<file path="config.mk">
export PLATFORM = sky130hd
export DESIGN_NAME = cms_top
export DESIGN_NICKNAME = d
export VERILOG_FILES = /design/src/rtl/cms_pkg.sv /design/src/rtl/cms_regbank.sv /design/src/rtl/cms_top.sv
export VERILOG_INCLUDE_DIRS = /design/src /design/src/rtl
export SDC_FILE = /design/constraint.sdc
export NUM_CORES = 1
export LEC_CHECK = 0
export BUFFER_PORTS_ARGS = -buffer_cell sky130_fd_sc_hd__clkbuf_2
export CELL_PAD_IN_SITES_DETAIL_PLACEMENT = 0
export CELL_PAD_IN_SITES_GLOBAL_PLACEMENT = 1
export CORE_ASPECT_RATIO = 1.4
export CORE_MARGIN = 3
export CORE_UTILIZATION = 45
export CTS_CLUSTER_DIAMETER = 120
export DETAILED_ROUTE_END_ITERATION = 16
export GPL_TIMING_DRIVEN = 0
export PLACE_DENSITY_LB_ADDON = 0.1
export SYNTH_ARGS = -nofsm -noshare
export SYNTH_HDL_FRONTEND = slang
export SYNTH_SLANG_ARGS = --single-unit
</file>
<file path="constraint.sdc">
create_clock -name sys_clk_i -period 5.9 [get_ports sys_clk_i]
set_input_delay 0.59 -clock sys_clk_i [delete_from_list [all_inputs] [get_ports sys_clk_i]]
set_output_delay 0.59 -clock sys_clk_i [all_outputs]
set_load 0.02 [all_outputs]
</file>
<file path="src/rtl/cms_params.svh">
// constants for the converter mode select register bank
`ifndef CMS_PARAMS_SVH
`define CMS_PARAMS_SVH

// ----------------------------------------------------------------
// register addresses
// ----------------------------------------------------------------
`define CMS_ADDR_MAIN      4'h0
`define CMS_ADDR_COMMON    4'h1
`define CMS_ADDR_OFFS_1    4'h2
`define CMS_ADDR_RANGE_1   4'h3
`define CMS_ADDR_CAL_ADJ   4'h4
`define CMS_ADDR_OFFS_2    4'ha
`define CMS_ADDR_RANGE_2   4'hb
`define CMS_ADDR_PH_COARSE 4'hc
`define CMS_ADDR_PH_FILTER 4'hd
`define CMS_ADDR_SYNC      4'he
// one bit per implemented address; the rest read as zero
`define CMS_VALID_MASK     16'h7c1f

// ----------------------------------------------------------------
// main control, range and offset field positions
// ----------------------------------------------------------------
`define CMS_BIT_CAL        15
`define CMS_BIT_PHASE      14
`define CMS_BIT_SWING      13
`define CMS_BIT_TEST       12
`define CMS_BIT_PD_1       11
`define CMS_BIT_PD_2       10
`define CMS_BIT_DES        7
`define CMS_BIT_TWOS       4
`define CMS_RANGE_MSB      14
`define CMS_OFFS_SIGN      12
`define CMS_OFFS_MAG_MSB   11

// ----------------------------------------------------------------
// reset values
// ----------------------------------------------------------------
`define CMS_RST_MAIN       16'h2000
`define CMS_RST_RANGE      16'h4000
`define CMS_RST_OTHER      16'h0000
`define CMS_RANGE_MID      15'h4000
`define CMS_RANGE_MIN      15'h0000
`define CMS_OFFS_ZERO      13'h0000

// ----------------------------------------------------------------
// serial frame counts, in serial clocks
// ----------------------------------------------------------------
`define CMS_ADDR_LAST      5'h06
`define CMS_CMD_BITS       5'h08
`define CMS_DATA_LAST      5'h17
`define CMS_FRAME_BITS     5'h18

`endif

</file>
<file path="src/rtl/cms_pkg.sv">
// types shared by the converter mode select block
package cms_pkg;

	// serial frame progress
	typedef enum logic [1:0] {
		CMS_IDLE,
		CMS_CMD,
		CMS_DATA,
		CMS_HOLD
	} cms_state_type;

	// the settings handed to the converter core
	typedef struct packed {
		logic        dual_edge;
		logic        data_clock_phase;
		logic        output_swing;
		logic        twos_complement;
		logic        test_pattern;
		logic        calibrate;
		logic        pd_first;
		logic        pd_second;
		logic [14:0] range_first;
		logic [14:0] range_second;
		logic [12:0] offset_first;
		logic [12:0] offset_second;
		logic        coupling;
		logic        out_common_mode;
		logic        demux;
		logic        cal_delay;
	} cms_cfg_type;

	// control pins as sampled
	typedef struct packed {
		logic des;
		logic data_clock_phase;
		logic test_pattern;
		logic calibrate;
		logic pd_first;
		logic pd_second;
		logic range;
		logic coupling;
		logic out_common_mode;
		logic demux;
		logic cal_delay;
	} cms_pins_type;

endpackage

</file>
<file path="src/rtl/cms_regbank.sv">
// sixteen-word configuration store with registered read port
`include "cms_params.svh"
module cms_regbank #(
	parameter int WORDS = 16,
	parameter int AW    = 4,
	parameter int DW    = 16
) (
	// clock and reset
	input  wire logic                sys_clk_i,
	input  wire logic                resetn_i,
	// return every word to its default
	input  wire logic                clear_i,
	// write port
	input  wire logic                wr_en_i,
	input  wire logic [AW-1:0]       wr_addr_i,
	input  wire logic [DW-1:0]       wr_data_i,
	// read port
	input  wire logic [AW-1:0]       rd_addr_i,
	output logic      [DW-1:0]       rd_data_o,
	// all words, for the settings mux
	output logic      [WORDS*DW-1:0] words_o
);

	// ----------------------------------------------------------------
	// storage
	// ----------------------------------------------------------------
	wire logic [WORDS-1:0] valid_w = `CMS_VALID_MASK;

	genvar gi;
	generate
		for (gi = 0; gi < WORDS; gi++) begin : g_word
			localparam logic [AW-1:0] ADDR = AW'(gi);
			localparam logic [DW-1:0] RST =
				(ADDR == `CMS_ADDR_MAIN) ? `CMS_RST_MAIN :
				(ADDR == `CMS_ADDR_RANGE_1 ||
				 ADDR == `CMS_ADDR_RANGE_2) ? `CMS_RST_RANGE :
				`CMS_RST_OTHER;
			wire logic hit_w = wr_en_i && (wr_addr_i == ADDR);
			// unimplemented words never store, so they read zero
			always_ff @(posedge sys_clk_i) begin
				if (!resetn_i || clear_i || !valid_w[gi]) begin
					words_o[gi*DW +: DW] <= RST;
				end else if (hit_w) begin
					words_o[gi*DW +: DW] <= wr_data_i;
				end
			end
		end
	endgenerate

	// ----------------------------------------------------------------
	// read port
	// ----------------------------------------------------------------
	wire logic [DW-1:0] rd_word_w = valid_w[rd_addr_i] ?
		words_o[rd_addr_i*DW +: DW] : '0;

	always_ff @(posedge sys_clk_i) begin
		if (!resetn_i) begin
			rd_data_o <= '0;
		end else begin
			rd_data_o <= rd_word_w;
		end
	end

endmodule

</file>
<file path="src/rtl/cms_top.sv">
// converter mode select: pin or serial register control of settings
`include "cms_params.svh"
module cms_top (
	// clock and reset
	input  wire logic            sys_clk_i,
	input  wire logic            resetn_i,
	// mode select, low for extended control
	input  wire logic            extended_mode_select_pin_i,
	// control pins
	input  cms_pkg::cms_pins_type pins_i,
	// serial register port
	input  wire logic            scs_n_i,
	input  wire logic            sclk_i,
	input  wire logic            sdi_i,
	output logic                 sdo_o,
	output logic                 sdo_oe_n_o,
	// settings toward the core
	output logic                 extended_control_mode_o,
	output cms_pkg::cms_cfg_type cfg_o
);
	import cms_pkg::*;

	// ----------------------------------------------------------------
	// mode and edge detection
	// ----------------------------------------------------------------
	logic          sclk_q;
	logic [4:0]    cnt_q;
	logic [4:0]    cnt_d;
	logic [14:0]   in_q;
	logic          rw_q;
	logic [3:0]    addr_q;
	logic [15:0]   out_q;
	logic          oe_n_q;
	cms_state_type state_q;
	cms_state_type state_d;
	logic [15:0]   rd_data_w;
	logic [255:0]  words_w;

	wire logic ecm_w  = !extended_mode_select_pin_i;
	wire logic rise_w = sclk_i && !sclk_q;
	wire logic fall_w = !sclk_i && sclk_q;
	// the port is dead outside extended mode; registers are in reset
	wire logic act_w  = !scs_n_i && ecm_w;

	// previous serial clock level for edge detection
	always_ff @(posedge sys_clk_i) begin
		if (!resetn_i) begin
			sclk_q <= 1'b0;
		end else begin
			sclk_q <= sclk_i;
		end
	end

	// ----------------------------------------------------------------
	// frame sequencing
	// ----------------------------------------------------------------
	wire logic cnt_full_w = (cnt_q == `CMS_FRAME_BITS);
	wire logic wr_en_w    = act_w && rise_w && !rw_q &&
		(cnt_q == `CMS_DATA_LAST);
	wire logic [15:0] wr_data_w = {in_q, sdi_i};

	// count rising serial clocks; saturate so extra clocks do nothing
	always_comb begin
		cnt_d   = cnt_q;
		state_d = state_q;
		if (!act_w) begin
			cnt_d   = '0;
			state_d = CMS_IDLE;
		end else if (rise_w && !cnt_full_w) begin
			cnt_d = cnt_q + 5'h01;
			if (cnt_d == `CMS_FRAME_BITS) begin
				state_d = CMS_HOLD;
			end else if (cnt_d >= `CMS_CMD_BITS) begin
				state_d = CMS_DATA;
			end else begin
				state_d = CMS_CMD;
			end
		end else if (state_q == CMS_IDLE) begin
			state_d = CMS_CMD;
		end
	end

	always_ff @(posedge sys_clk_i) begin
		if (!resetn_i) begin
			cnt_q   <= '0;
			state_q <= CMS_IDLE;
		end else begin
			cnt_q   <= cnt_d;
			state_q <= state_d;
		end
	end

	// shift in command and data, capture flag and address
	// the three fixed bits are trusted, not checked
	always_ff @(posedge sys_clk_i) begin
		if (!resetn_i) begin
			in_q   <= '0;
			rw_q   <= 1'b0;
			addr_q <= '0;
		end else if (act_w && rise_w && !cnt_full_w) begin
			in_q <= {in_q[13:0], sdi_i};
			if (cnt_q == 5'h00) begin
				rw_q <= sdi_i;
			end
			if (cnt_q == `CMS_ADDR_LAST) begin
				addr_q <= {in_q[2:0], sdi_i};
			end
		end
	end

	// ----------------------------------------------------------------
	// read data out, msb first from the eighth falling edge
	// ----------------------------------------------------------------
	wire logic load_w  = act_w && fall_w && rw_q &&
		(cnt_q == `CMS_CMD_BITS);
	// stop after the last bit so the final one holds until deselect
	wire logic shift_w = act_w && fall_w && rw_q && !oe_n_q &&
		(cnt_q > `CMS_CMD_BITS) && !cnt_full_w;

	always_ff @(posedge sys_clk_i) begin
		if (!resetn_i) begin
			out_q  <= '0;
			oe_n_q <= 1'b1;
		end else if (!act_w) begin
			oe_n_q <= 1'b1;
		end else if (load_w) begin
			out_q  <= rd_data_w;
			oe_n_q <= 1'b0;
		end else if (shift_w) begin
			out_q <= {out_q[14:0], 1'b0};
		end
	end

	assign sdo_o      = out_q[15];
	assign sdo_oe_n_o = oe_n_q;

	// ----------------------------------------------------------------
	// register store
	// ----------------------------------------------------------------
	// leaving extended mode puts every word back to default
	cms_regbank #(
		.WORDS (16),
		.AW    (4),
		.DW    (16)
	) u_bank (
		.sys_clk_i (sys_clk_i),
		.resetn_i  (resetn_i),
		.clear_i   (!ecm_w),
		.wr_en_i   (wr_en_w),
		.wr_addr_i (addr_q),
		.wr_data_i (wr_data_w),
		.rd_addr_i (addr_q),
		.rd_data_o (rd_data_w),
		.words_o   (words_w)
	);

	wire logic [15:0] main_w   = words_w[0*16 +: 16];
	wire logic [15:0] offs1_w  = words_w[2*16 +: 16];
	wire logic [15:0] range1_w = words_w[3*16 +: 16];
	wire logic [15:0] offs2_w  = words_w[10*16 +: 16];
	wire logic [15:0] range2_w = words_w[11*16 +: 16];

	// ----------------------------------------------------------------
	// settings select
	// ----------------------------------------------------------------
	// pin mode offers only two ranges: mid and minimum
	wire logic [14:0] pin_range_w = pins_i.range ?
		`CMS_RANGE_MID : `CMS_RANGE_MIN;
	cms_cfg_type cfg_d;

	assign cfg_d.dual_edge = ecm_w ?
		main_w[`CMS_BIT_DES] : pins_i.des;
	assign cfg_d.data_clock_phase = ecm_w ?
		main_w[`CMS_BIT_PHASE] : pins_i.data_clock_phase;
	assign cfg_d.output_swing = ecm_w ?
		main_w[`CMS_BIT_SWING] : 1'b1;
	assign cfg_d.twos_complement = ecm_w &&
		main_w[`CMS_BIT_TWOS];
	assign cfg_d.test_pattern = ecm_w ?
		main_w[`CMS_BIT_TEST] : pins_i.test_pattern;
	// the pin stays live alongside the bit
	assign cfg_d.calibrate = pins_i.calibrate ||
		(ecm_w && main_w[`CMS_BIT_CAL]);
	assign cfg_d.pd_first = pins_i.pd_first ||
		(ecm_w && main_w[`CMS_BIT_PD_1]);
	assign cfg_d.pd_second = pins_i.pd_second ||
		(ecm_w && main_w[`CMS_BIT_PD_2]);
	// the core must be recalibrated by the host after a change
	assign cfg_d.range_first = ecm_w ?
		range1_w[`CMS_RANGE_MSB:0] : pin_range_w;
	assign cfg_d.range_second = ecm_w ?
		range2_w[`CMS_RANGE_MSB:0] : pin_range_w;
	assign cfg_d.offset_first = ecm_w ?
		offs1_w[`CMS_OFFS_SIGN:0] : `CMS_OFFS_ZERO;
	assign cfg_d.offset_second = ecm_w ?
		offs2_w[`CMS_OFFS_SIGN:0] : `CMS_OFFS_ZERO;
	assign cfg_d.coupling        = pins_i.coupling;
	assign cfg_d.out_common_mode = pins_i.out_common_mode;
	assign cfg_d.demux           = pins_i.demux;
	assign cfg_d.cal_delay       = pins_i.cal_delay;

	// one register stage so the core sees glitch-free settings
	always_ff @(posedge sys_clk_i) begin
		if (!resetn_i) begin
			cfg_o                   <= '0;
			extended_control_mode_o <= 1'b0;
		end else begin
			cfg_o                   <= cfg_d;
			extended_control_mode_o <= ecm_w;
		end
	end
endmodule

</file>
======== Word-level counts from Yosys, hierarchy flattened ========
Memories as Yosys holds them, arrays and structs flattened. A register that Yosys moved wholly into a read port is not among the register bits.
Index checks and enable logic that the tools add are counted.
word-level totals
  flip-flop bits (word level) ............. 288
  memory bits (read-only) ................. 16
  bits of input ports ..................... 17
  output and inout port bits .............. 71
  word-level logic and storage cells ...... 115
  memories ................................ 1
operators by class
  $add $sub $neg .......................... 1
  $lt $le $gt $ge ......................... 2
  equality and inequality tests ........... 13
  shifts and indexed selects .............. 1
  mux-type cells .......................... 12
  bitwise logic cells ..................... 1
  reductions and logical operators ........ 49
memory list
  memory            words  bits a word  rd ports  clocked after Yosys merged registers in  write ports  line               source
  (name not given)  16     1            1         1                                        0            cms_regbank.sv:53  wire logic [DW-1:0] rd_word_w = valid_w[rd_addr_i] ?
operators by type and width
  cell                                                                             number
  256-bit by 9-bit indexed part select with 16-bit output                          1
  15-bit two-way mux                                                               3
  16-bit two-way mux                                                               2
  1-bit logical AND                                                                28
  4-bit equality test, second input constant                                       5
  5-bit equality test, second input constant                                       2
  2-bit AND reduction                                                              5
  4-bit by 2-bit equality test with 1-bit output, second input constant            2
  1-bit logical NOT                                                                8
  4-bit two-way mux                                                                2
  5-bit by 1-bit adder with 5-bit output, second input constant                    1
  5-bit by 3-bit equality test with 1-bit output, second input constant            1
  5-bit by 4-bit equality test with 1-bit output, second input constant            1
  5-bit by 4-bit greater-than comparator with 1-bit output, second input constant  1
  5-bit logical NOT                                                                1
  4-bit by 5-bit < comparator with 1-bit output, second input constant             1
  1-bit two-way mux                                                                5
  4-bit by 1-bit equality test with 1-bit output, second input constant            1
  4-bit by 3-bit equality test with 1-bit output, second input constant            1
  4-bit logical NOT                                                                1
  1-bit logical OR                                                                 4
  2-bit nonzero test                                                               1
  2-bit OR reduction                                                               1
  1-bit inverter                                                                   1

======== Longest topological paths before layout ========
  depth after elaboration ................. 9
  gate-level depth with buffers ........... 8
  depth with buffers taken out ............ 6

======== Modules after synthesis ========
A second synthesis with hierarchy kept.
second synthesis, totals
  cell total of the unflattened synthesis .. 1294
  area total of the unflattened synthesis .. 12127.9 um2
modules (own cells, without submodules)
  module       times used  cells an instance  area each (um2)  sequential area each (um2)
  cms_regbank  1           952                8270.4           3523.4
  cms_top      1           342                3857.4           2242.2

======== Worst setup path before layout ========
Ideal clock, no wire load.
  path kind ............................... input-to-reg
  start point ............................. in scs_n_i
  end point ............................... reg u_bank.words_o[13]
  setup time .............................. 0.129 ns
  data arrival time ....................... 2.370 ns
  required time ........................... 5.771 ns
  setup slack ............................. 3.401 ns
  cell stages on the path ................. 8
  path buffers ............................ 4
  cell sequence ........................... buf_6 -> or4b_4 -> buf_6 -> or4_4 -> buf_6 -> buf_12 -> mux2i_1 -> nand2_1
between the ends
  word-level cells in the longest chain between the ends .. 6
RTL lines
  element                         line               source
  start: declaration              cms_top.sv:12      input wire logic scs_n_i,
  1-bit logical NOT               cms_top.sv:43      wire logic act_w = !scs_n_i && ecm_w;
  1-bit logical AND               cms_top.sv:43
  1-bit logical AND (3 in a row)  cms_top.sv:58      wire logic wr_en_w = act_w && rise_w && !rw_q &&
  1-bit logical AND               cms_regbank.sv:38  wire logic hit_w = wr_en_i && (wr_addr_i == ADDR);
  end signal: indexed assignment  cms_regbank.sv:44  words_o[gi*DW +: DW] <= wr_data_i;
  end: declaration                cms_regbank.sv:21  output logic [WORDS*DW-1:0] words_o
Every way passes these cells.
A chain may end at the register's enable or synchronous reset.

======== Worst setup path in the final report ========
  start point ............................. reg addr_q[0]
  end point ............................... reg u_bank.rd_data_o[1]
between the ends
  word-level cells in the longest chain between the ends .. 1
RTL lines
  element                                                  line               source
  start: declaration                                       cms_top.sv:31      logic [3:0] addr_q;
  start signal: assignment                                 cms_top.sv:106     addr_q <= {in_q[2:0], sdi_i};
  256-bit by 9-bit indexed part select with 16-bit output  cms_regbank.sv:54  words_o[rd_addr_i*DW +: DW] : '0;
  end signal: assignment                                   cms_regbank.sv:60  rd_data_o <= rd_word_w;
  end: declaration                                         cms_regbank.sv:19  output logic [DW-1:0] rd_data_o,
Every way passes these cells.

==> flow_summary.toml <==
[yosys]
synth_top_cell_by_area = "dfxtp_1"
synth-edff-count = 0
synth_most_common_cell = "nand2_1"
synthTopCellsByArea = "dfxtp_1 49%, mux2i_1 10%, nand2_1 9.9%, a21oi_1 4.7%, and2_1 4.0%"
syn_nets = 1345
synth_top_cell_area_share_pct = 49.0
yosysWarningCount = 0
syn-cell-area_um2 = 11800
synthArstFlopShare_pct = 0
synth.avg_cell_area_um2 = 8.91
yosys_register_bits = 289
syn_inst = 1325
synthTopCellsByCount = "310 x nand2_1, 289 x dfxtp_1, 119 x mux2i_1"
synth-seq-area-share_pct = 49.0
synth_cell_type_count = 48
synth_ff_type = "dfxtp_1"

[setup_path]
worstSetupPathType = "flop to flop"
path_common_cell = "clkbuf_1"
cp_max_fo = 10
cp_num_buf_inv = 3
r2r-start = "addr_q[0]"
crit_path_cell_trace = "clkbuf_1 > buf_1 > clkbuf_1 > o21ai_0 > nand3_1 > a31oi_1"
path_depth = 6
slowest_delay_ns = 0.85
r2r_slack_ns = 2.89
path_delay_family = "buffers and inverters"
crit_slowest_cell = "buf_1"
arrival_ns = 3.43
ff2ff_path_depth = 6
rr_endpoint = "u_bank.rd_data_o[1]"
required_ns = 6.32
end_kind = "flop"
startpoint_type = "flop"

[timing]
finalHoldViolCount = 0
clock_skew_ns = 0.00840
tightest_slew_ns = 1.07
slew_viol_final = 0
setup_viol = 0
fin_crit_ns = 3.01
fin_crit_sh_pct = 50.9
setup_tns_ns = 0
rsz0062_at_grt = "false"
fmaxAchievable_ghz = 0.333
relSlewSlack_pct = 28.6

[placement]
dp_cells = 1729
port-buffer-count = 85
post-dp-hpwl_um = 26000
gp_congestion = 0.887

[routing]
drt_wl_total_um = 35000
firstDrtPassIters = 5
drt-wirelength-per-cell_um = 19.6
num_vias = 9485
via_per_inst = 5.32
postRouteAntennaNets = 0
first_iter_violations = 608
drc_errors = 0

[clocking]
clkSinkCount = 289
path_clk_slew_ns = 0.06
cts_hold_buf = 0
htree_levels = 1
cts_tree = "yes"
clk_latency_ns = 0.56
postCtsSetupBuffers = 0
cts_resized = 0
clk_path_buf_depth = 3
root_buffer = "clkbuf_16"
cts_made_buffers = 29

[global_route]
grt_usage_pct = 24.4
grt_max_degree = 16
gr-usage-met3_pct = 2.81
grt_pass1_vias = 9276
grt.overflow.total = 0
antenna_found_initial = 1
busiest_layer = "met2"
grt_pass1_wl_um = 53300
grtUsageMet1_pct = 30.5
grt_use_met2_pct = 43.8

[floorplanning]
dieArea_um2 = 28200
pin_count = 88
dieHeight_um = 198
die_w_um = 143
coreArea_um2 = 25600
start_util_pct = 46.0
rows = 69

[layout]
area_delta_synth_final_pct = 15.3
antenna_cells = 0
fillCellCount = 2468
drive_gt1_share_pct = 13.8
final_cells = 1782
nets = 1461

[min_path]
min_from = "scs_n_i"
hold_path_class = "input port to flop"
min_path_cells = 2
min_to = "cnt_q[4]"

[pwr]
p_total_mw = 3.95
ir_drop_v = 0.000206
power.density_nw_per_um2 = 290
power.leakage_nw = 4.76

[flow_run]
cap_violations = 0

[run_status]
status = "finished, final reports clean"
[area by class of cell]
type	count	area [um^2]	share of cell area (%)
Inverter	4	15.0	0.110
Multi-Input combinational cell	914	5460	40.1
Clock inverter	14	163	1.19
Timing Repair Buffer	85	425	3.12
Sequential cell	289	5790	42.5
Tap cell	319	399	2.93
Clock buffer	39	823	6.05
Buffer	118	547	4.02
[state kept, by name (all words and copies together) (netlist names), named ones only]
name / count
addr_q: 4
in_q: 15
sdo_oe_n_o: 1
out_q: 16
u_bank.words_o: 160
rw_q: 1
u_bank.rd_data_o: 16
cfg_o: 68
extended_control_mode_o: 1
sclk_q: 1
cnt_q: 5
[worst max path at each step]
stage                                          start                   end  slack, ns
after global routing                       addr_q[0]  u_bank.rd_data_o[13]       2.86
after floorplan                              scs_n_i    u_bank.words_o[13]       3.40
final                                      addr_q[0]   u_bank.rd_data_o[1]       2.89
after global placement    extended_mode_select_pin_i   u_bank.words_o[232]       2.82
after CTS                                  addr_q[0]   u_bank.rd_data_o[1]       2.92
after detailed placement  extended_mode_select_pin_i   u_bank.words_o[235]       2.82
[power by group]
group / switching, mW / internal (mW) / total, mW
sequential: 0.00254 / 1.96 / 1.96
clock: 0.786 / 1.11 / 1.90
combinational: 0.0737 / 0.0227 / 0.0965
total: 0.862 / 3.09 / 3.95
[per-layer routing]
| layer | wire length [um] | vias up |
|---|---|---|
| li1 | - | 4690 |
| met1 | 14500 | 4475 |
| met2 | 17900 | 263 |
| met3 | 1670 | 57 |
| met4 | 1000 | 0 |
| met5 | 0 | - |
[cell usage in the layout (no fill, tap or decap), types with 4 or more instances in the layout]
cell	netlist	layout
a21boi_0	17	17
a21oi_1	112	112
a31oi_1	17	17
and2_1	75	75
buf_1	8	8
buf_2	25	25
buf_4	7	7
buf_6	4	4
clkbuf_1	73	77
clkbuf_16	0	29
clkbuf_2	0	85
clkbuf_8	0	6
clkinv_2	0	9
dfxtp_1	289	289
mux2_2	16	16
mux2i_1	119	119
nand2_1	310	310
nand2b_1	5	5
nand3_1	35	35
nand3b_1	14	14
nand4_1	5	5
nand4b_1	10	10
nor2_1	47	47
nor2b_1	15	15
nor3_1	5	5
nor4_4	9	9
o21a_1	4	4
o21ai_0	45	45
o22a_1	15	15
or4_1	7	7
or4bb_1	4	4
[cell families after synthesis]
logic type                 after synthesis  synth area share (%)
AOI/OAI and AO/OA                      219                  10.7
xor gates and xnor gates                 4                 0.297
adders and majority gates                3                 0.318
buffers and inverters                  122                  4.76
DFF                                    289                  49.0
muxes                                  135                  11.6
and+or+nand+nor                        553                  23.3
[through the flow]
stage	utilization, %	hold slack, ns	area, um^2	setup slack (ns)
after floorplan	-	0.424	11800	3.40
after CTS	53.1	0.215	13600	2.92
after global placement	49.2	0.436	12600	2.82
after global routing	53.1	0.228	13600	2.86
after detailed placement	49.2	0.443	12600	2.82
final	53.1	0.229	13600	2.89
Note: power is estimated with default switching activity, not from simulation.
